$ cat config.mk
export PLATFORM = sky130hd
export DESIGN_NAME = fpi_framer_status
export DESIGN_NICKNAME = d
export VERILOG_FILES = /design/src/fpi_pkg.sv /design/src/fpi_irq_group.sv /design/src/fpi_perf_counters.sv /design/src/fpi_framer_status.sv
export SDC_FILE = /design/constraint.sdc
export NUM_CORES = 1
export LEC_CHECK = 0
export BUFFER_PORTS_ARGS = -buffer_cell sky130_fd_sc_hd__buf_2
export CAP_MARGIN = 5
export CORE_ASPECT_RATIO = 1.25
export CORE_MARGIN = 4
export CORE_UTILIZATION = 45
export DETAILED_ROUTE_END_ITERATION = 16
export GPL_TIMING_DRIVEN = 0
export SLEW_MARGIN = 20
export SYNTH_ARGS = -nofsm -noshare
export SYNTH_HDL_FRONTEND = slang
export SYNTH_SLANG_ARGS = --single-unit
$ cat constraint.sdc
create_clock -name clock -period 3.42 [get_ports clock]
set_input_delay 0.684 -clock clock [delete_from_list [all_inputs] [get_ports clock]]
set_output_delay 0.684 -clock clock [all_outputs]
set_load 0.01 [all_outputs]
$ cat src/fpi_pkg.sv
/*
 * Shared constants and carrier types of the framer status block:
 * register addresses, field positions, reset values and grouped signals.
 * Assumes an 8-bit host data bus and a 15-bit host address bus.
 */
// ==========================================================================
// Package
// ==========================================================================
package fpi_pkg;

    localparam int ADDR_W = 15;
    localparam int DATA_W = 8;
    localparam int CNT_W = 16;
    localparam int CNT_NUM = 7;

    // Block-level interrupt registers
    localparam logic [14:0] ADDR_BLK_EN = 15'h1104;
    localparam logic [14:0] ADDR_BLK_STS = 15'h1105;
    // Source-level interrupt registers
    localparam logic [14:0] ADDR_RXF1_EN = 15'h1112;
    localparam logic [14:0] ADDR_RXF1_STS = 15'h1113;
    localparam logic [14:0] ADDR_RXF2_EN = 15'h1114;
    localparam logic [14:0] ADDR_RXF2_STS = 15'h1115;
    localparam logic [14:0] ADDR_TXF_EN = 15'h1133;
    localparam logic [14:0] ADDR_TXF_STS = 15'h1134;
    localparam logic [14:0] ADDR_PLCP_EN = 15'h1191;
    localparam logic [14:0] ADDR_PLCP_STS = 15'h1192;
    localparam logic [14:0] ADDR_LIU_EN = 15'h1301;
    localparam logic [14:0] ADDR_LIU_STS = 15'h1302;
    // Counters: upper byte at base + 2*i, lower byte at base + 2*i + 1
    localparam logic [14:0] ADDR_CNT_BASE = 15'h1150;
    localparam logic [14:0] ADDR_HOLD = 15'h116C;

    // Counter indices
    localparam int CNT_EXZ = 0;
    localparam int CNT_LCV = 1;
    localparam int CNT_FRM = 2;
    localparam int CNT_PAR = 3;
    localparam int CNT_FEBE = 4;
    localparam int CNT_CPB = 5;
    localparam int CNT_PRBS = 6;

    // Bit positions in the block-level registers
    localparam int BLK_TXF = 0;
    localparam int BLK_RXF = 1;
    localparam int BLK_PLCP = 2;
    localparam int BLK_LIU = 3;

    localparam logic [7:0] BLK_EN_RST = 8'h00;
    localparam logic [7:0] SRC_EN_RST = 8'h00;
    localparam logic [7:0] HOLD_RST = 8'h00;
    localparam logic [15:0] CNT_RST = 16'h0000;

    typedef struct packed {
        logic rdStb;
        logic wrStb;
        logic [14:0] addr;
        logic [7:0] wdata;
    } fpi_acc_s;

    typedef struct packed {
        logic hit;
        logic [7:0] data;
    } fpi_rd_s;

    typedef struct packed {
        logic lapdDone;
        logic feacDone;
    } fpi_txf_evt_s;

    typedef struct packed {
        logic ferf;
        logic ais;
        logic oof;
        logic los;
    } fpi_rxf_def_s;

    typedef struct packed {
        logic oneSecond;
        logic lapdNew;
        logic feacRemoved;
        logic feacValid;
        logic trailTraceChange;
        logic febeEvent;
        logic bip8Err;
        logic bip4Err;
        logic cpBitErr;
        logic pBitErr;
    } fpi_rxf_evt_s;

    typedef struct packed {
        logic rai;
        logic lof;
        logic oof;
    } fpi_plcp_def_s;

    typedef struct packed {
        logic transmitDriveMonitor;
        logic los;
        logic receiveLockLost;
        logic jitterFifoLimitAlarm;
    } fpi_liu_def_s;

endpackage : fpi_pkg

$ cat src/fpi_irq_group.sv
/*
 * One source-level interrupt group: sticky status bits, enable bits,
 * clear-on-read of the status register.
 * Assumes event inputs are one-cycle pulses on the same clock.
 */
`timescale 1ns/1ps
// ==========================================================================
// Source-level group
// ==========================================================================
module fpi_irq_group
    import fpi_pkg::*;
#(
    parameter int WIDTH = 8,
    parameter logic [14:0] EN_ADDR = 15'h0000,
    parameter logic [14:0] STS_ADDR = 15'h0001
) (
    input wire logic clock,
    input wire logic arst_n,
    input wire fpi_acc_s acc,
    input wire logic [WIDTH-1:0] srcEvent,
    output logic pending,
    output fpi_rd_s rdAns
);

    logic [WIDTH-1:0] sts_ff;
    logic [WIDTH-1:0] en_ff;
    logic [WIDTH-1:0] nxt_sts;
    logic [WIDTH-1:0] nxt_en;
    wire enHit = (acc.addr == EN_ADDR);
    wire stsHit = (acc.addr == STS_ADDR);
    wire stsClr = acc.rdStb & stsHit;

    // New events win over a clearing read in the same cycle
    assign nxt_sts = srcEvent | (stsClr ? '0 : sts_ff);
    assign nxt_en = (acc.wrStb & enHit) ? acc.wdata[WIDTH-1:0] : en_ff;
    assign pending = |(sts_ff & en_ff);
    assign rdAns.hit = enHit | stsHit;
    assign rdAns.data = stsHit ? DATA_W'(sts_ff) : (enHit ? DATA_W'(en_ff) : 8'h00);

    always_ff @(posedge clock or negedge arst_n) begin
        if (!arst_n) begin
            sts_ff <= '0;
            en_ff <= SRC_EN_RST[WIDTH-1:0];
        end else begin
            sts_ff <= nxt_sts;
            en_ff <= nxt_en;
        end
    end

    // ======================================================================
    // Checks
    // ======================================================================
    stsSticky_a: assert property (@(posedge clock) disable iff (!arst_n)
        (|srcEvent) |=> ((sts_ff & $past(srcEvent)) == $past(srcEvent)))
        else $error("event not latched in status");
    stsClear_a: assert property (@(posedge clock) disable iff (!arst_n)
        (stsClr && srcEvent == '0) |=> (sts_ff == '0))
        else $error("status read did not clear");

endmodule : fpi_irq_group

$ cat src/fpi_perf_counters.sv
/*
 * Bank of 16-bit clear-on-read performance counters with a shared byte
 * holding register for split reads.
 * Assumes increment inputs are one-cycle pulses on the same clock.
 */
`timescale 1ns/1ps
// ==========================================================================
// Counter bank
// ==========================================================================
module fpi_perf_counters
    import fpi_pkg::*;
#(
    parameter int NUM = CNT_NUM
) (
    input wire logic clock,
    input wire logic arst_n,
    input wire fpi_acc_s acc,
    input wire logic [NUM-1:0] cntInc,
    output fpi_rd_s rdAns
);

    logic [CNT_W-1:0] cnt_ff [NUM];
    logic [7:0] hold_ff;
    logic [NUM-1:0] msbHit;
    logic [NUM-1:0] lsbHit;
    logic [7:0] cntByte [NUM];
    logic [7:0] otherByte [NUM];
    logic [7:0] nxt_hold;
    logic [7:0] rdByte;
    wire holdHit = (acc.addr == ADDR_HOLD);
    wire anyCntHit = |(msbHit | lsbHit);

    function automatic logic [14:0] cntAddr(input int idx, input logic lsb);
        cntAddr = ADDR_CNT_BASE + 15'(2 * idx) + {14'h0000, lsb};
    endfunction : cntAddr

    for (genvar i = 0; i < NUM; i++) begin : g_cnt
        wire rdHit = acc.rdStb & (msbHit[i] | lsbHit[i]);
        wire sat = &cnt_ff[i];
        assign msbHit[i] = (acc.addr == cntAddr(i, 1'b0));
        assign lsbHit[i] = (acc.addr == cntAddr(i, 1'b1));
        assign cntByte[i] = msbHit[i] ? cnt_ff[i][15:8] : cnt_ff[i][7:0];
        assign otherByte[i] = msbHit[i] ? cnt_ff[i][7:0] : cnt_ff[i][15:8];

        always_ff @(posedge clock or negedge arst_n) begin
            if (!arst_n) begin
                cnt_ff[i] <= CNT_RST;
            end else if (rdHit) begin
                // Whole counter clears; an increment in the same cycle survives
                cnt_ff[i] <= {15'h0000, cntInc[i]};
            end else if (cntInc[i] && !sat) begin
                cnt_ff[i] <= cnt_ff[i] + 16'h0001;
            end
        end
    end

    always_comb begin
        nxt_hold = hold_ff;
        rdByte = 8'h00;
        for (int i = 0; i < NUM; i++) begin
            if (msbHit[i] | lsbHit[i]) begin
                rdByte = cntByte[i];
                if (acc.rdStb) begin
                    nxt_hold = otherByte[i];
                end
            end
        end
    end

    always_ff @(posedge clock or negedge arst_n) begin
        if (!arst_n) begin
            hold_ff <= HOLD_RST;
        end else begin
            hold_ff <= nxt_hold;
        end
    end

    assign rdAns.hit = anyCntHit | holdHit;
    assign rdAns.data = holdHit ? hold_ff : rdByte;

    // ======================================================================
    // Checks
    // ======================================================================
    cntClear_a: assert property (@(posedge clock) disable iff (!arst_n)
        (acc.rdStb && msbHit[0] && !cntInc[0]) |=> (cnt_ff[0] == 16'h0000))
        else $error("counter not cleared by read");
    holdCapture_a: assert property (@(posedge clock) disable iff (!arst_n)
        (acc.rdStb && lsbHit[1]) |=> (hold_ff == $past(cnt_ff[1][15:8])))
        else $error("holding byte not captured");
    holdKeep_a: assert property (@(posedge clock) disable iff (!arst_n)
        !(acc.rdStb && anyCntHit) |=> $stable(hold_ff))
        else $error("holding byte changed without counter read");
    cntRead_c: cover property (@(posedge clock) disable iff (!arst_n)
        (acc.rdStb && msbHit[2]) ##[1:20] (acc.rdStb && holdHit));

endmodule : fpi_perf_counters

$ cat src/fpi_framer_status.sv
/*
 * Framer status top: host bus slave, performance counter read-out and the
 * two-level interrupt hierarchy onto one request output.
 * Assumes asynchronous host pins (synchronised here) and event, defect and
 * increment inputs from framer logic on the same clock.
 */
`timescale 1ns/1ps
// ==========================================================================
// Top module
// ==========================================================================
// How it works
// Every performance counter is sixteen bits and clears when the host reads it.
// Host reads a full counter as two successive byte reads.
// First read may target upper or lower byte; that byte is returned.
// First byte read zeroes the whole sixteen-bit counter.
// That read copies the unreturned byte into the shared holding register.
// Host takes the second byte from the holding register.
// Split read applies to all seven error and event counters.
// One interrupt request output, asserted while any enabled condition pends.
// Interrupts have block and source levels, each with status and enable.
// Transmit framer interrupts on alarm message done and link message done.
// Receive framer interrupts on defect changes and trail-trace change.
// Receive framer interrupts on parity, BIP and far-end block errors.
// Receive framer interrupts on alarm message valid/removed, new message, each second.
// Receive PLCP interrupts on out-of-frame, loss-of-frame, remote-alarm changes.
// Line interface interrupts on FIFO limit, lock loss, signal loss, drive monitor changes.
// Block enable at 0x1104, block status at the next address.
// Line interface status at 0x1302, enable just before it.
// Source drives request only with both enables; status sticks until read.
// Holding register keeps its byte until the next first-byte counter read.
module fpi_framer_status
    import fpi_pkg::*;
(
    input wire logic clock,
    input wire logic arst_n,
    input wire logic hostCsN,
    input wire logic hostRdN,
    input wire logic hostWrN,
    input wire logic [14:0] hostAddr,
    input wire logic [7:0] hostDataIn,
    output logic [7:0] hostDataOut,
    output logic hostDataOe,
    output logic hostReadyN,
    output logic irqReqN,
    input wire fpi_txf_evt_s txfEvent,
    input wire fpi_rxf_def_s rxfDefect,
    input wire fpi_rxf_evt_s rxfEvent,
    input wire fpi_plcp_def_s plcpDefect,
    input wire fpi_liu_def_s liuDefect,
    input wire logic [CNT_NUM-1:0] cntInc
);

    // ======================================================================
    // Host pin synchronisers
    // ======================================================================
    logic [25:0] pinMeta_ff;
    logic [25:0] pinSync_ff;
    logic rdReqPrev_ff;
    logic wrReqPrev_ff;
    logic rdReqOld_ff;
    logic wrReqOld_ff;
    wire [25:0] pinRaw = {hostCsN, hostRdN, hostWrN, hostAddr, hostDataIn};
    wire csAct = ~pinSync_ff[25];
    wire rdReq = csAct & ~pinSync_ff[24];
    wire wrReq = csAct & ~pinSync_ff[23] & ~rdReq;
    wire [14:0] syncAddr = pinSync_ff[22:8];
    wire [7:0] syncData = pinSync_ff[7:0];
    // Strobe one cycle after the synced request, so address and data have
    // passed both synchroniser stages settled when they are decoded
    wire rdStb = rdReq & rdReqPrev_ff & ~rdReqOld_ff;
    wire wrStb = wrReq & wrReqPrev_ff & ~wrReqOld_ff;

    always_ff @(posedge clock or negedge arst_n) begin
        if (!arst_n) begin
            pinMeta_ff <= 26'h3FFFFFF;
            pinSync_ff <= 26'h3FFFFFF;
            rdReqPrev_ff <= 1'b0;
            wrReqPrev_ff <= 1'b0;
            rdReqOld_ff <= 1'b0;
            wrReqOld_ff <= 1'b0;
        end else begin
            pinMeta_ff <= pinRaw;
            pinSync_ff <= pinMeta_ff;
            rdReqPrev_ff <= rdReq;
            wrReqPrev_ff <= wrReq;
            rdReqOld_ff <= rdReqPrev_ff;
            wrReqOld_ff <= wrReqPrev_ff;
        end
    end

    fpi_acc_s acc;
    assign acc.rdStb = rdStb;
    assign acc.wrStb = wrStb;
    assign acc.addr = syncAddr;
    assign acc.wdata = syncData;

    // ======================================================================
    // Change detection of defect levels
    // ======================================================================
    fpi_rxf_def_s rxfPrev_ff;
    fpi_plcp_def_s plcpPrev_ff;
    fpi_liu_def_s liuPrev_ff;
    wire [3:0] rxfChg = rxfDefect ^ rxfPrev_ff;
    wire [2:0] plcpChg = plcpDefect ^ plcpPrev_ff;
    wire [3:0] liuChg = liuDefect ^ liuPrev_ff;

    always_ff @(posedge clock or negedge arst_n) begin
        if (!arst_n) begin
            rxfPrev_ff <= '0;
            plcpPrev_ff <= '0;
            liuPrev_ff <= '0;
        end else begin
            rxfPrev_ff <= rxfDefect;
            plcpPrev_ff <= plcpDefect;
            liuPrev_ff <= liuDefect;
        end
    end

    // ======================================================================
    // Source-level groups
    // ======================================================================
    wire [1:0] txfSrc = {txfEvent.lapdDone, txfEvent.feacDone};
    wire [7:0] rxf1Src = {rxfEvent.lapdNew, rxfEvent.feacRemoved, rxfEvent.feacValid,
                          rxfEvent.trailTraceChange, rxfChg};
    wire [5:0] rxf2Src = {rxfEvent.oneSecond, rxfEvent.febeEvent, rxfEvent.bip8Err,
                          rxfEvent.bip4Err, rxfEvent.cpBitErr, rxfEvent.pBitErr};
    logic txfPend;
    logic rxf1Pend;
    logic rxf2Pend;
    logic plcpPend;
    logic liuPend;
    fpi_rd_s txfAns;
    fpi_rd_s rxf1Ans;
    fpi_rd_s rxf2Ans;
    fpi_rd_s plcpAns;
    fpi_rd_s liuAns;
    fpi_rd_s cntAns;

    fpi_irq_group #(
        .WIDTH(2),
        .EN_ADDR(ADDR_TXF_EN),
        .STS_ADDR(ADDR_TXF_STS)
    ) u_txf (
        .clock(clock),
        .arst_n(arst_n),
        .acc(acc),
        .srcEvent(txfSrc),
        .pending(txfPend),
        .rdAns(txfAns)
    );

    fpi_irq_group #(
        .WIDTH(8),
        .EN_ADDR(ADDR_RXF1_EN),
        .STS_ADDR(ADDR_RXF1_STS)
    ) u_rxf1 (
        .clock(clock),
        .arst_n(arst_n),
        .acc(acc),
        .srcEvent(rxf1Src),
        .pending(rxf1Pend),
        .rdAns(rxf1Ans)
    );

    fpi_irq_group #(
        .WIDTH(6),
        .EN_ADDR(ADDR_RXF2_EN),
        .STS_ADDR(ADDR_RXF2_STS)
    ) u_rxf2 (
        .clock(clock),
        .arst_n(arst_n),
        .acc(acc),
        .srcEvent(rxf2Src),
        .pending(rxf2Pend),
        .rdAns(rxf2Ans)
    );

    fpi_irq_group #(
        .WIDTH(3),
        .EN_ADDR(ADDR_PLCP_EN),
        .STS_ADDR(ADDR_PLCP_STS)
    ) u_plcp (
        .clock(clock),
        .arst_n(arst_n),
        .acc(acc),
        .srcEvent(plcpChg),
        .pending(plcpPend),
        .rdAns(plcpAns)
    );

    // Line interface registers sit at their own addresses
    fpi_irq_group #(
        .WIDTH(4),
        .EN_ADDR(ADDR_LIU_EN),
        .STS_ADDR(ADDR_LIU_STS)
    ) u_liu (
        .clock(clock),
        .arst_n(arst_n),
        .acc(acc),
        .srcEvent(liuChg),
        .pending(liuPend),
        .rdAns(liuAns)
    );

    fpi_perf_counters #(.NUM(CNT_NUM)) u_cnt (
        .clock(clock),
        .arst_n(arst_n),
        .acc(acc),
        .cntInc(cntInc),
        .rdAns(cntAns)
    );

    // ======================================================================
    // Block level
    // ======================================================================
    logic [7:0] blkEn_ff;
    logic [7:0] nxt_blkEn;
    logic [7:0] blkSts;
    wire blkEnHit = (syncAddr == ADDR_BLK_EN);
    wire blkStsHit = (syncAddr == ADDR_BLK_STS);

    always_comb begin
        blkSts = 8'h00;
        blkSts[BLK_TXF] = txfPend;
        blkSts[BLK_RXF] = rxf1Pend | rxf2Pend;
        blkSts[BLK_PLCP] = plcpPend;
        blkSts[BLK_LIU] = liuPend;
    end

    assign nxt_blkEn = (wrStb & blkEnHit) ? syncData : blkEn_ff;
    wire irqAny = |(blkSts & blkEn_ff);

    // ======================================================================
    // Read multiplexer and bus answer
    // ======================================================================
    wire anyHit = txfAns.hit | rxf1Ans.hit | rxf2Ans.hit | plcpAns.hit | liuAns.hit
                  | cntAns.hit | blkEnHit | blkStsHit;
    wire [7:0] grpData = (txfAns.hit ? txfAns.data : 8'h00)
                       | (rxf1Ans.hit ? rxf1Ans.data : 8'h00)
                       | (rxf2Ans.hit ? rxf2Ans.data : 8'h00)
                       | (plcpAns.hit ? plcpAns.data : 8'h00)
                       | (liuAns.hit ? liuAns.data : 8'h00)
                       | (cntAns.hit ? cntAns.data : 8'h00);
    wire [7:0] blkData = blkEnHit ? blkEn_ff : (blkStsHit ? blkSts : 8'h00);
    wire [7:0] rdData = anyHit ? (grpData | blkData) : 8'h00;
    wire nxt_readyN = ~((rdStb | wrStb) | (~hostReadyN & (rdReq | wrReq)));

    always_ff @(posedge clock or negedge arst_n) begin
        if (!arst_n) begin
            blkEn_ff <= BLK_EN_RST;
            hostDataOut <= 8'h00;
            hostDataOe <= 1'b0;
            hostReadyN <= 1'b1;
            irqReqN <= 1'b1;
        end else begin
            blkEn_ff <= nxt_blkEn;
            if (rdStb) begin
                hostDataOut <= rdData;
            end
            hostDataOe <= rdReq;
            hostReadyN <= nxt_readyN;
            irqReqN <= ~irqAny;
        end
    end

    // ======================================================================
    // Checks
    // ======================================================================
    irqRaise_a: assert property (@(posedge clock) disable iff (!arst_n)
        irqAny |=> !irqReqN)
        else $error("request not raised for enabled pending source");
    irqBlockGate_a: assert property (@(posedge clock) disable iff (!arst_n)
        (blkEn_ff == 8'h00) |=> irqReqN)
        else $error("request raised with all blocks disabled");
    readData_a: assert property (@(posedge clock) disable iff (!arst_n)
        rdStb |=> (hostDataOut == $past(rdData)) && !hostReadyN)
        else $error("read answer wrong or not acknowledged");
    readyHold_a: assert property (@(posedge clock) disable iff (!arst_n)
        (!hostReadyN && !rdReq && !wrReq) |=> hostReadyN)
        else $error("ready held after strobe release");
    liuChange_a: assert property (@(posedge clock) disable iff (!arst_n)
        (liuDefect != liuPrev_ff) |=> (u_liu.sts_ff != 4'h0))
        else $error("line interface change not latched");
    blkEnWrite_a: assert property (@(posedge clock) disable iff (!arst_n)
        (wrStb && blkEnHit) |=> (blkEn_ff == $past(syncData)))
        else $error("block enable write lost");
    txfDone_a: assert property (@(posedge clock) disable iff (!arst_n)
        (|txfEvent) |=> (u_txf.sts_ff != 2'h0))
        else $error("transmit framer event not latched");
    rxfChange_a: assert property (@(posedge clock) disable iff (!arst_n)
        (rxfDefect != rxfPrev_ff) |=> (u_rxf1.sts_ff[3:0] != 4'h0))
        else $error("receive framer defect change not latched");
    plcpChange_a: assert property (@(posedge clock) disable iff (!arst_n)
        (plcpDefect != plcpPrev_ff) |=> (u_plcp.sts_ff != 3'h0))
        else $error("PLCP defect change not latched");
    rdUnmapped_a: assert property (@(posedge clock) disable iff (!arst_n)
        (rdStb && !anyHit) |=> (hostDataOut == 8'h00))
        else $error("unmapped read returned data");
    irqSeen_c: cover property (@(posedge clock) disable iff (!arst_n)
        $fell(irqReqN));
    liuRead_c: cover property (@(posedge clock) disable iff (!arst_n)
        rdStb && liuAns.hit && (liuAns.data != 8'h00));
    blkWrite_c: cover property (@(posedge clock) disable iff (!arst_n)
        wrStb && blkEnHit);
    cntLsbFirst_c: cover property (@(posedge clock) disable iff (!arst_n)
        rdStb && (|u_cnt.lsbHit));

endmodule : fpi_framer_status

==> metrics.yaml, run 1 <==
dr_total_vias: 11165
finalInstanceArea_mm2: 0.0153
clock-sinks: 251
cpMostUsedCell: "buf_2"
antenna_found_initial: 0
core_area_mm2: 0.0293
die-area_mm2: 0.0325
startpoint_type: "flip-flop"
hold_buffers: 0
synthesis.nets: 1410
nNetsFinal: 1508
power.density_mw_per_mm2: 517
leakage_nw: 6.44
dpl-instance-area_mm2: 0.0143
numCtsBuffers: 26
synthFlopType: "dfrtp_1"
yosysUniqueCellTypes: 76
crit_family: "buffers and inverters"
syn2layout_area_growth_pct: 14.8
fin_crit_sh_pct: 98.9
clockBufferDepth: 3
async_flop_share_pct: 100
diodes: 0
grt_pass1_wl_mm: 65.6
first_pass_iters: 6
fp-row-count: 70
whs_ps: 48.9
dp.final_hpwl_mm: 32.0
mostFrequentLayoutCell: "dfrtp_1"
finalPower_mw: 7.93
cts_tree: "yes"
fin_util_pct: 52.4
clk_latency_ps: 560
relSlewSlack_pct: 28.8
portBuffers: 68
worstPathRequired_ps: 3810
cts-root-buf: "clkbuf_16"
die_h_um: 201
start_util_pct: 45.7
mostFrequentLayoutCells: "dfrtp_1 (197), nor2_1 (146), nand2_1 (102), mux2i_1 (94), buf_2 (84)"
setup_ws_ps: 36.6
dp_cells: 1812
slew_viol_final: 0
ir_drop_v: 0.000481
die_w_um: 162
vias_per_cell: 6.01
rsz0062_at_grt: "false"
status: "complete, no violations"
wl_per_cell_um: 22.8
antenna_left: 0
cap_violations: 0
crit_buf_inv: 3
grt.total_usage_pct: 25.8
hold_violations: 0
cp_slowest_stage_delay_ps: 730
clock_skew_ps: 28.6
wl_mm: 42.4
cp.arrival_ps: 3770
synth.avg_cell_area_um2: 9.93
worstMarginPinSlew_ps: 1070
endpoint_kind: "flip-flop"
slowest_stage: "clkdlybuf4s15_1"
setup_violations: 0
drive_gt1_share_pct: 17.8
tns_ps: 0
syn_area_mm2: 0.0134
seq_area_frac_synth_pct: 47.5
path_class: "flip-flop to flip-flop"
hold_class: "primary input to async pin"
cp_cell_sequence: "buf_2 > clkdlybuf4s15_1 > buf_2 > mux2i_1 > o21ai_0 > o41ai_2 > a31oi_1"
gp_congestion: 1.00
cts.htree.levels: 1
syn_inst: 1345
ys_ff_latch: 251
ys_warn_count: 0
grt_max_degree: 106
fin_crit_ps: 3380
dp_slack_ps: -241
gr-total-overflow: 0
clkTransAtPathRegs_ps: 70
grt_pass1_vias: 11044
fmax_mhz: 296
synth_edf_count: 0
drc_errors: 0
drt_iter0_drc: 850
cp_max_fo: 10
io_pins: 69
fin_cells: 1859
## where the power goes
part / internal (mW) / total [mW] / switching [mW] / leakage, nW
registers: 3.26 / 3.66 / 0.405 / 3.06
clock network: 2.06 / 3.30 / 1.24 / 0.500
logic: 0.389 / 0.965 / 0.576 / 2.87
total: 5.71 / 7.93 / 2.22 / 6.44
## repair_timing
item                                    4_1_cts  5_1_grt
endpoints found under the setup margin        4        3
hold endpoints to repair                      0        0
gates cloned                                  0        0
setup buffers                                 0        0
pin swaps                                     0        0
resized for setup                             2        4
## layer usage
| layer | track usage [%] | up-vias | part of all wire, % | wire (um) |
|---|---|---|---|---|
| met1 | 32.3 | 5541 | 41 | 17300 |
| met3 | 3.16 | 109 | 4.5 | 1920 |
| met2 | 44.5 | 357 | 50 | 21100 |
| met4 | 11.5 | 0 | 4.9 | 2090 |
| li1 | - | 5158 | - | - |
| met5 | 0 | - | 0 | 0 |
## area by class of cell
cell class                      instances  area (um^2)
Inverter                               17         63.8
Multi-Input combinational cell       1016         6720
Tap cell                              396          495
Timing Repair Buffer                   71          413
Clock inverter                         14          248
Clock buffer                           34          773
Fill cell                            2743        13900
Buffer                                 60          273
Sequential cell                       251         6350
## kinds of logic after synthesis
logic type	Yosys count	share of synthesized area (%)
AOI/OAI and AO/OA	299	14.9
xor gates and xnor gates	78	5.12
adders and majority gates	7	0.656
buffers and inverters	78	2.50
DFF	251	47.5
muxes	129	10.0
and+or+nand+nor	503	19.3
## cells in the mapped netlist, types with 17 or more instances
cell type,instances,area share [%]
nand4_1,35,1.6
inv_1,17,0.48
dfrtp_1,197,37
nand2_1,102,2.9
a21oi_1,58,2.2
o21ai_0,68,2.5
xor2_1,51,3.3
buf_2,17,0.64
dfstp_2,54,11
a22oi_1,26,1.5
mux2_2,35,3.0
clkbuf_1,33,0.93
a211oi_1,17,0.96
or3_1,19,0.89
mux2i_1,94,7.0
a21o_1,19,1.1
nor2_1,148,4.2
and3_1,30,1.4
xnor2_1,27,1.8
nand3_1,56,2.1
nor3_1,30,1.1
## sequential cells by signal, summed over array words and instances, names as in the netlist, 2 cells and up
register	count
u_txf.en_ff	2
u_txf.sts_ff	2
u_cnt.cnt_ff	112
pinSync_ff	26
u_rxf2.en_ff	6
u_plcp.en_ff	3
plcpPrev_ff	3
liuPrev_ff	4
u_liu.en_ff	4
u_liu.sts_ff	4
rxfPrev_ff	4
blkEn_ff	8
hostDataOut	8
u_cnt.hold_ff	8
u_rxf1.en_ff	8
u_rxf2.sts_ff	6
pinMeta_ff	26
u_rxf1.sts_ff	8
u_plcp.sts_ff	3
## final timing paths
kind	from	endpoint	slack (ps)	depth (start not counted)
min reg2reg	pinMeta_ff[2]$_DFF_PN1_	pinSync_ff[2]$_DFF_PN1_	350	0
max in group asynchronous	arst_n	pinSync_ff[1]$_DFF_PN1_	2480	2
min in group clock	hostDataIn[6]	pinMeta_ff[6]$_DFF_PN1_	220	1
max	pinSync_ff[8]$_DFF_PN1_	hostDataOut[7]$_DFFE_PN0P_	40	7
min	arst_n	u_cnt.cnt_ff[54]$_DFFE_PN0P_	50	1
max reg2reg	pinSync_ff[8]$_DFF_PN1_	hostDataOut[7]$_DFFE_PN0P_	40	7
No activity file was read; power rests on OpenSTA's default activity.
==> run 2, diff against run 1 <==
--- a/config.mk
+++ b/config.mk
@@ -7,11 +7,11 @@
 export LEC_CHECK = 0
 export BUFFER_PORTS_ARGS = -buffer_cell sky130_fd_sc_hd__buf_2
 export CAP_MARGIN = 5
-export CORE_ASPECT_RATIO = 1.25
 export CORE_MARGIN = 4
 export CORE_UTILIZATION = 45
 export DETAILED_ROUTE_END_ITERATION = 16
 export GPL_TIMING_DRIVEN = 0
+export RECOVER_POWER = 100
 export SLEW_MARGIN = 20
 export SYNTH_ARGS = -nofsm -noshare
 export SYNTH_HDL_FRONTEND = slang
==> metrics.yaml, run 2 (synthesized netlist as in run 1, its figures left out) <==
grt_max_degree: 99  # was 106
clock_skew_ps: 12.1  # was 28.6 ps
status: "complete, but fails checks"  # was complete, no violations
violations: "max-capacitance violations, max-slew violations"
antenna_left: 0  # unchanged
setup_ws_ps: 59.3  # was 36.6 ps
setup_violations: 0  # unchanged
worstPathRequired_ps: 3840  # was 3810 ps
endpoint_kind: "flip-flop"  # unchanged
largest_reg_flops: 112  # unchanged
gr-total-overflow: 0  # unchanged
vias_per_cell: 6.05  # was 6.01
slew_viol_final: 68  # was 0
cts_setup_buffers: 0  # unchanged
cts-root-buf: "clkbuf_16"  # unchanged
clk_latency_ps: 570  # was 560 ps
cp_max_fo: 9  # was 10
core_area_mm2: 0.0290  # was 0.0293 mm^2
clockBufferDepth: 3  # unchanged
startpoint_type: "flip-flop"  # unchanged
worstMarginPinSlew_ps: 1640  # was 1070 ps
ir_drop_v: 0.000397  # was 0.000481 V
power.density_mw_per_mm2: 506  # was 517 mW/mm^2
p_seq_share_pct: 47.8  # was 46.2%
first_pass_iters: 6  # unchanged
grt.total_usage_pct: 25.1  # was 25.8%
tns_ps: 0  # unchanged
antenna_found_initial: 0  # unchanged
hold_path_depth: 1
regArea_mm2: 0.00635  # unchanged
wl_mm: 41.6  # was 42.4 mm
hold_class: "primary input to flip-flop"  # was primary input to async pin
fp-row-count: 62  # was 70
die_h_um: 180  # was 201 um
dr_total_vias: 11186  # was 11165
clkTransAtPathRegs_ps: 70  # about the same
diodes: 0  # unchanged
finalInstanceArea_mm2: 0.0151  # was 0.0153 mm^2
cts.htree.levels: 1  # unchanged
clock-sinks: 251  # unchanged
start_util_pct: 46.0  # was 45.7%
pwr-share-comb_pct: 12.4  # was 12.2%
drt_iter0_drc: 945  # was 850
largestRegisters: "u_cnt.cnt_ff (112), pinMeta_ff (26), pinSync_ff (26)"  # unchanged
fillers: 2713  # was 2743
leakage_nw: 6.28  # was 6.44 nW
fin_crit_sh_pct: 98.3  # was 98.9%
die_w_um: 180  # was 162 um
fmax_mhz: 298  # was 296 MHz
netSwitchingFraction_pct: 29.1  # was 28.0%
hold_violations: 0  # unchanged
syn2layout_area_growth_pct: 13.3  # was 14.8%
rsz0062_at_grt: "false"  # unchanged
dp_slack_ps: -113  # was -241 ps
numCtsBuffers: 28  # was 26
grt_pass1_wl_mm: 65.3  # was 65.6 mm
largest_register: "u_cnt.cnt_ff"  # unchanged
portBuffers: 68  # unchanged
cts_tree: "yes"  # unchanged
nNetsFinal: 1510  # was 1508
dpl-instance-area_mm2: 0.0143  # about the same
rr_worst_depth: 8  # was 7
drc_errors: 0  # unchanged
multiInputGateArea_mm2: 0.00669  # was 0.00672 mm^2
die-area_mm2: 0.0325  # about the same
wl_per_cell_um: 22.5  # was 22.8 um
internal_power_mw: 5.43  # was 5.71 mW
cap_violations: 2  # was 0
mostFrequentLayoutCell: "dfrtp_1"  # unchanged
grt_pass1_vias: 10908  # was 11044
cp.arrival_ps: 3780  # was 3770 ps
io_pins: 69  # unchanged
dp.final_hpwl_mm: 31.2  # was 32.0 mm
p_switching_mw: 2.23  # was 2.22 mW
fin_crit_ps: 3360  # was 3380 ps
path_class: "flip-flop to flip-flop"  # unchanged
relSlewSlack_pct: -9.06  # was 28.8%
gp_congestion: 1.04  # was 1.00
mostFrequentLayoutCells: "dfrtp_1 (197), nor2_1 (150), nand2_1 (102), mux2i_1 (94), o21ai_0 (70)"  # was dfrtp_1 (197), nor2_1 (146), nand2_1 (102), mux2i_1 (94), buf_2 (84)
drive_gt1_share_pct: 15.5  # was 17.8%
clock_power_share_pct: 39.8  # was 41.6%
run 2: final timing paths:
path / startpoint / endpoint / slack (ps)
setup reg to reg: pinSync_ff[9]$_DFF_PN1_ / hostDataOut[3]$_DFFE_PN0P_ / 60
hold reg to reg: pinMeta_ff[4]$_DFF_PN1_ / pinSync_ff[4]$_DFF_PN1_ / 350
setup / recovery: pinSync_ff[9]$_DFF_PN1_ / hostDataOut[3]$_DFFE_PN0P_ / 60
hold / removal: hostAddr[9] / pinMeta_ff[17]$_DFF_PN1_ / 210
min in group asynchronous: arst_n / u_cnt.cnt_ff[53]$_DFFE_PN0P_ / 550
max in group asynchronous: arst_n / u_rxf1.sts_ff[4]$_DFF_PN0_ / 590
run 2: cell type report:
cell class | instances | share of cell area [%]
clock inverter | 11 | 0.910
sequential | 251 | 42.0
clock buffer | 39 | 5.31
inverter | 17 | 0.422
timing repair buffer | 71 | 2.19
tap | 384 | 3.18
buffer | 60 | 1.80
multi-input combinational | 1016 | 44.2
run 2: power by group through the flow:
| stage | clock network, mW | logic, mW | registers, mW |
|---|---|---|---|
| final | 3.05 | 0.950 | 3.66 |
| after global routing | 3.26 | 1.06 | 3.70 |
| after CTS | 3.12 | 0.963 | 3.65 |
| after detailed placement | 0 | 0.962 | 3.70 |
| after global placement | 0 | 0.923 | 3.69 |
| after floorplan | 0 | 0.638 | 3.56 |
run 2: what timing repair did:
| action | in CTS | in global routing |
|---|---|---|
| gates cloned | 0 | 0 |
| gates resized for setup | 4 | 5 |
| hold buffers | 0 | 0 |
| endpoints found under the setup margin | 3 | 7 |
run 2: worst max-delay path, cell delays in order, from the launching register on:
cell and delay (ps):
dfstp_2 580, nor3b_1 950, nand2b_1 100, clkbuf_1 330
mux2i_1 380, o22a_1 180, o21ai_0 110, o21ai_0 410
a32oi_1 180
run 2: routing by layer:
| metal | vias up | GRT usage, % | wire length [um] |
|---|---|---|---|
| met4 | 0 | 7.32 | 1500 |
| met1 | 5515 | 34.9 | 18000 |
| met5 | - | 0 | 0 |
| li1 | 5143 | - | - |
| met3 | 94 | 3.23 | 2550 |
| met2 | 434 | 41.3 | 19600 |
run 2: metrics by stage:
step / utilization (%) / hold slack (ps) / total power, mW / instances
2_1_floorplan: - / 345 / 4.20 / 1345
3_3_place_gp: 48.9 / 346 / 4.62 / 1797
3_5_place_dp: 49.2 / 347 / 4.66 / 1800
4_1_cts: 52.5 / 81.3 / 7.73 / 1849
5_1_grt: 52.1 / 186 / 8.02 / 1849
6_report: 52.1 / 214 / 7.66 / 1849
==> run 3, diff against run 2 <==
--- a/config.mk
+++ b/config.mk
@@ -7,10 +7,13 @@
 export LEC_CHECK = 0
 export BUFFER_PORTS_ARGS = -buffer_cell sky130_fd_sc_hd__buf_2
 export CAP_MARGIN = 5
+export CELL_PAD_IN_SITES_DETAIL_PLACEMENT = 0
+export CELL_PAD_IN_SITES_GLOBAL_PLACEMENT = 1
 export CORE_MARGIN = 4
 export CORE_UTILIZATION = 45
 export DETAILED_ROUTE_END_ITERATION = 16
 export GPL_TIMING_DRIVEN = 0
+export PLACE_DENSITY_LB_ADDON = 0.1
 export RECOVER_POWER = 100
 export SLEW_MARGIN = 20
 export SYNTH_ARGS = -nofsm -noshare
==> metrics.yaml, run 3 (synthesized netlist as in run 1, its figures left out) <==
status: "complete, but fails checks"  # unchanged
violations: "max-capacitance violations, max-slew violations"  # unchanged
clock_power_share_pct: 41.5  # was 39.8%
dr_total_vias: 11116  # was 11186
dp_cells: 1800  # unchanged
fin_crit_ps: 3300  # was 3360 ps
hold_class: "primary input to flip-flop"  # unchanged
drive_gt1_share_pct: 16.3  # was 15.5%
cts.htree.levels: 1  # unchanged
die-area_mm2: 0.0325  # unchanged
cp.arrival_ps: 3710  # was 3780 ps
relSlewSlack_pct: -13.7  # was -9.06%
p_seq_share_pct: 46.3  # was 47.8%
mostFrequentLayoutCells: "dfrtp_1 (197), nor2_1 (146), nand2_1 (102), mux2i_1 (94), o21ai_0 (69)"  # was dfrtp_1 (197), nor2_1 (150), nand2_1 (102), mux2i_1 (94), o21ai_0 (70)
clockBufferDepth: 3  # unchanged
internal_power_mw: 5.65  # was 5.43 mW
worstPathRequired_ps: 3840  # about the same
portBuffers: 68  # unchanged
slew_viol_final: 26  # was 68
path_class: "flip-flop to flip-flop"  # unchanged
clock_skew_ps: 23.7  # was 12.1 ps
fmax_mhz: 303  # was 298 MHz
cts-root-buf: "clkbuf_16"  # unchanged
clkTransAtPathRegs_ps: 60  # was 70 ps
fp-row-count: 62  # unchanged
grt_pass1_wl_mm: 67.2  # was 65.3 mm
core_area_mm2: 0.0290  # unchanged
power.density_mw_per_mm2: 517  # was 506 mW/mm^2
dp.final_hpwl_mm: 32.3  # was 31.2 mm
clock-sinks: 251  # unchanged
diodes: 0  # unchanged
hold_violations: 0  # unchanged
io_pins: 69  # unchanged
setup_violations: 0  # unchanged
tns_ps: 0  # unchanged
nNetsFinal: 1512  # was 1510
mostFrequentLayoutCell: "dfrtp_1"  # unchanged
gp_congestion: 0.952  # was 1.04
grt_max_degree: 105  # was 99
gr-total-overflow: 0  # unchanged
pwr-share-comb_pct: 12.2  # was 12.4%
netSwitchingFraction_pct: 28.7  # was 29.1%
start_util_pct: 46.0  # unchanged
antenna_left: 0  # unchanged
cp_cell_sequence: "buf_2 > buf_1 > nand3b_1 > nor2_1 > clkbuf_1 > nand2_1 > nand2_1 > o31ai_1"  # was nor3b_1 > nand2b_1 > clkbuf_1 > mux2i_1 > o22a_1 > o21ai_0 > o21ai_0 > a32oi_1
die_h_um: 180  # unchanged
finalInstanceArea_mm2: 0.0153  # was 0.0151 mm^2
cts_setup_buffers: 0  # unchanged
grt_pass1_vias: 10957  # was 10908
dpl-instance-area_mm2: 0.0143  # about the same
drt_iter0_drc: 928  # was 945
die_w_um: 180  # unchanged
antenna_found_initial: 0  # unchanged
ir_drop_v: 0.000426  # was 0.000397 V
cp_slowest_stage_delay_ps: 670  # was 950 ps
fin_crit_sh_pct: 96.4  # was 98.3%
fin_cells: 1852  # was 1849
cp_max_fo: 10  # was 9
clk_latency_ps: 570  # about the same
cpMostUsedCell: "nand2_1"  # was o21ai_0
grt.total_usage_pct: 26.1  # was 25.1%
syn2layout_area_growth_pct: 14.7  # was 13.3%
largest_register: "u_cnt.cnt_ff"  # unchanged
startpoint_type: "flip-flop"  # unchanged
vias_per_cell: 6.00  # was 6.05
largestRegisters: "u_cnt.cnt_ff (112), pinMeta_ff (26), pinSync_ff (26)"  # unchanged
wl_per_cell_um: 23.2  # was 22.5 um
r2r_setup_slack_ps: 120  # was 60 ps
first_pass_iters: 6  # unchanged
endpoint_kind: "flip-flop"  # unchanged
leakage_nw: 6.36  # was 6.28 nW
whs_ps: 215  # was 214 ps
cts_tree: "yes"  # unchanged
slowest_stage: "nor2_1"  # was nor3b_1
rsz0062_at_grt: "false"  # unchanged
wl_mm: 43.0  # was 41.6 mm
worstMarginPinSlew_ps: 1710  # was 1640 ps
cap_violations: 1  # was 2
numCtsBuffers: 29  # was 28
p_switching_mw: 2.27  # was 2.23 mW
drc_errors: 0  # unchanged
largest_reg_flops: 112  # unchanged
[run 3: cell count changes in the layout (fill, tap and decap cells not counted), sizes merged, moves of 3 or more]
cell    change
buf        +11
clkinv      -3
clkbuf      -9
inv         +3
[run 3: repair_timing]
action	CTS	global route
gates resized for setup	3	7
hold endpoints to repair	25	0
gates cloned	0	0
setup endpoints to repair	2	15
hold buffers	1	0
[run 3: area by class of cell]
class                   instances  area, um^2
plain buffers                  60         267
clock buffers                  40         870
clock inverters                12         159
repair buffers                 72         389
flip-flops and latches        251        6350
multi-input cells            1016        6730
well taps                     384         480
fillers                      2728       13700
inverters                      17        63.8
[run 3: power groups by stage]
| stage | clock network (mW) | registers, mW | logic [mW] |
|---|---|---|---|
| 5_1_grt | 3.50 | 3.71 | 1.10 |
| 4_1_cts | 3.37 | 3.66 | 0.978 |
| 3_5_place_dp | 0 | 3.70 | 0.973 |
| 3_3_place_gp | 0 | 3.70 | 0.939 |
| 6_report | 3.29 | 3.67 | 0.965 |
| 2_1_floorplan | 0 | 3.56 | 0.638 |
[run 3: final timing paths]
kind / start / to / depth (start not counted)
max: pinSync_ff[11]$_DFF_PN1_ / u_cnt.cnt_ff[26]$_DFFE_PN0P_ / 8
min: hostDataIn[7] / pinMeta_ff[7]$_DFF_PN1_ / 1
max reg2reg: pinSync_ff[11]$_DFF_PN1_ / u_cnt.cnt_ff[26]$_DFFE_PN0P_ / 8
min reg2reg: pinMeta_ff[11]$_DFF_PN1_ / pinSync_ff[11]$_DFF_PN1_ / 0
max in group asynchronous: arst_n / pinSync_ff[4]$_DFF_PN1_ / 4
min in group asynchronous: arst_n / u_cnt.cnt_ff[32]$_DFFE_PN0P_ / 2
[run 3: stage by stage]
stage	utilization, %	worst slack [ps]	power (mW)
final	52.8	123	7.92
after detailed placement	49.2	-75.4	4.68
after global routing	52.8	2.02	8.31
after global placement	48.9	-2880	4.64
after floorplan	-	907	4.20
after CTS	52.9	17.7	8.01
[run 3: worst max-delay path, delay by kind of cell, from the launching register on]
family,cells,cell delay (ps)
DFF,1,530
buffers and inverters,3,1050
AOI/OAI and AO/OA,1,80
and+or+nand+nor,4,1480
[run 3: layer usage]
metal	vias to the layer above	share of wire (%)	wire [um]	GRT usage, %
met2	364	46	19700	41.0
li1	5150	-	-	-
met4	0	3.7	1570	9.38
met3	85	5.4	2340	3.96
met1	5517	45	19400	37.1
met5	-	0	0	0
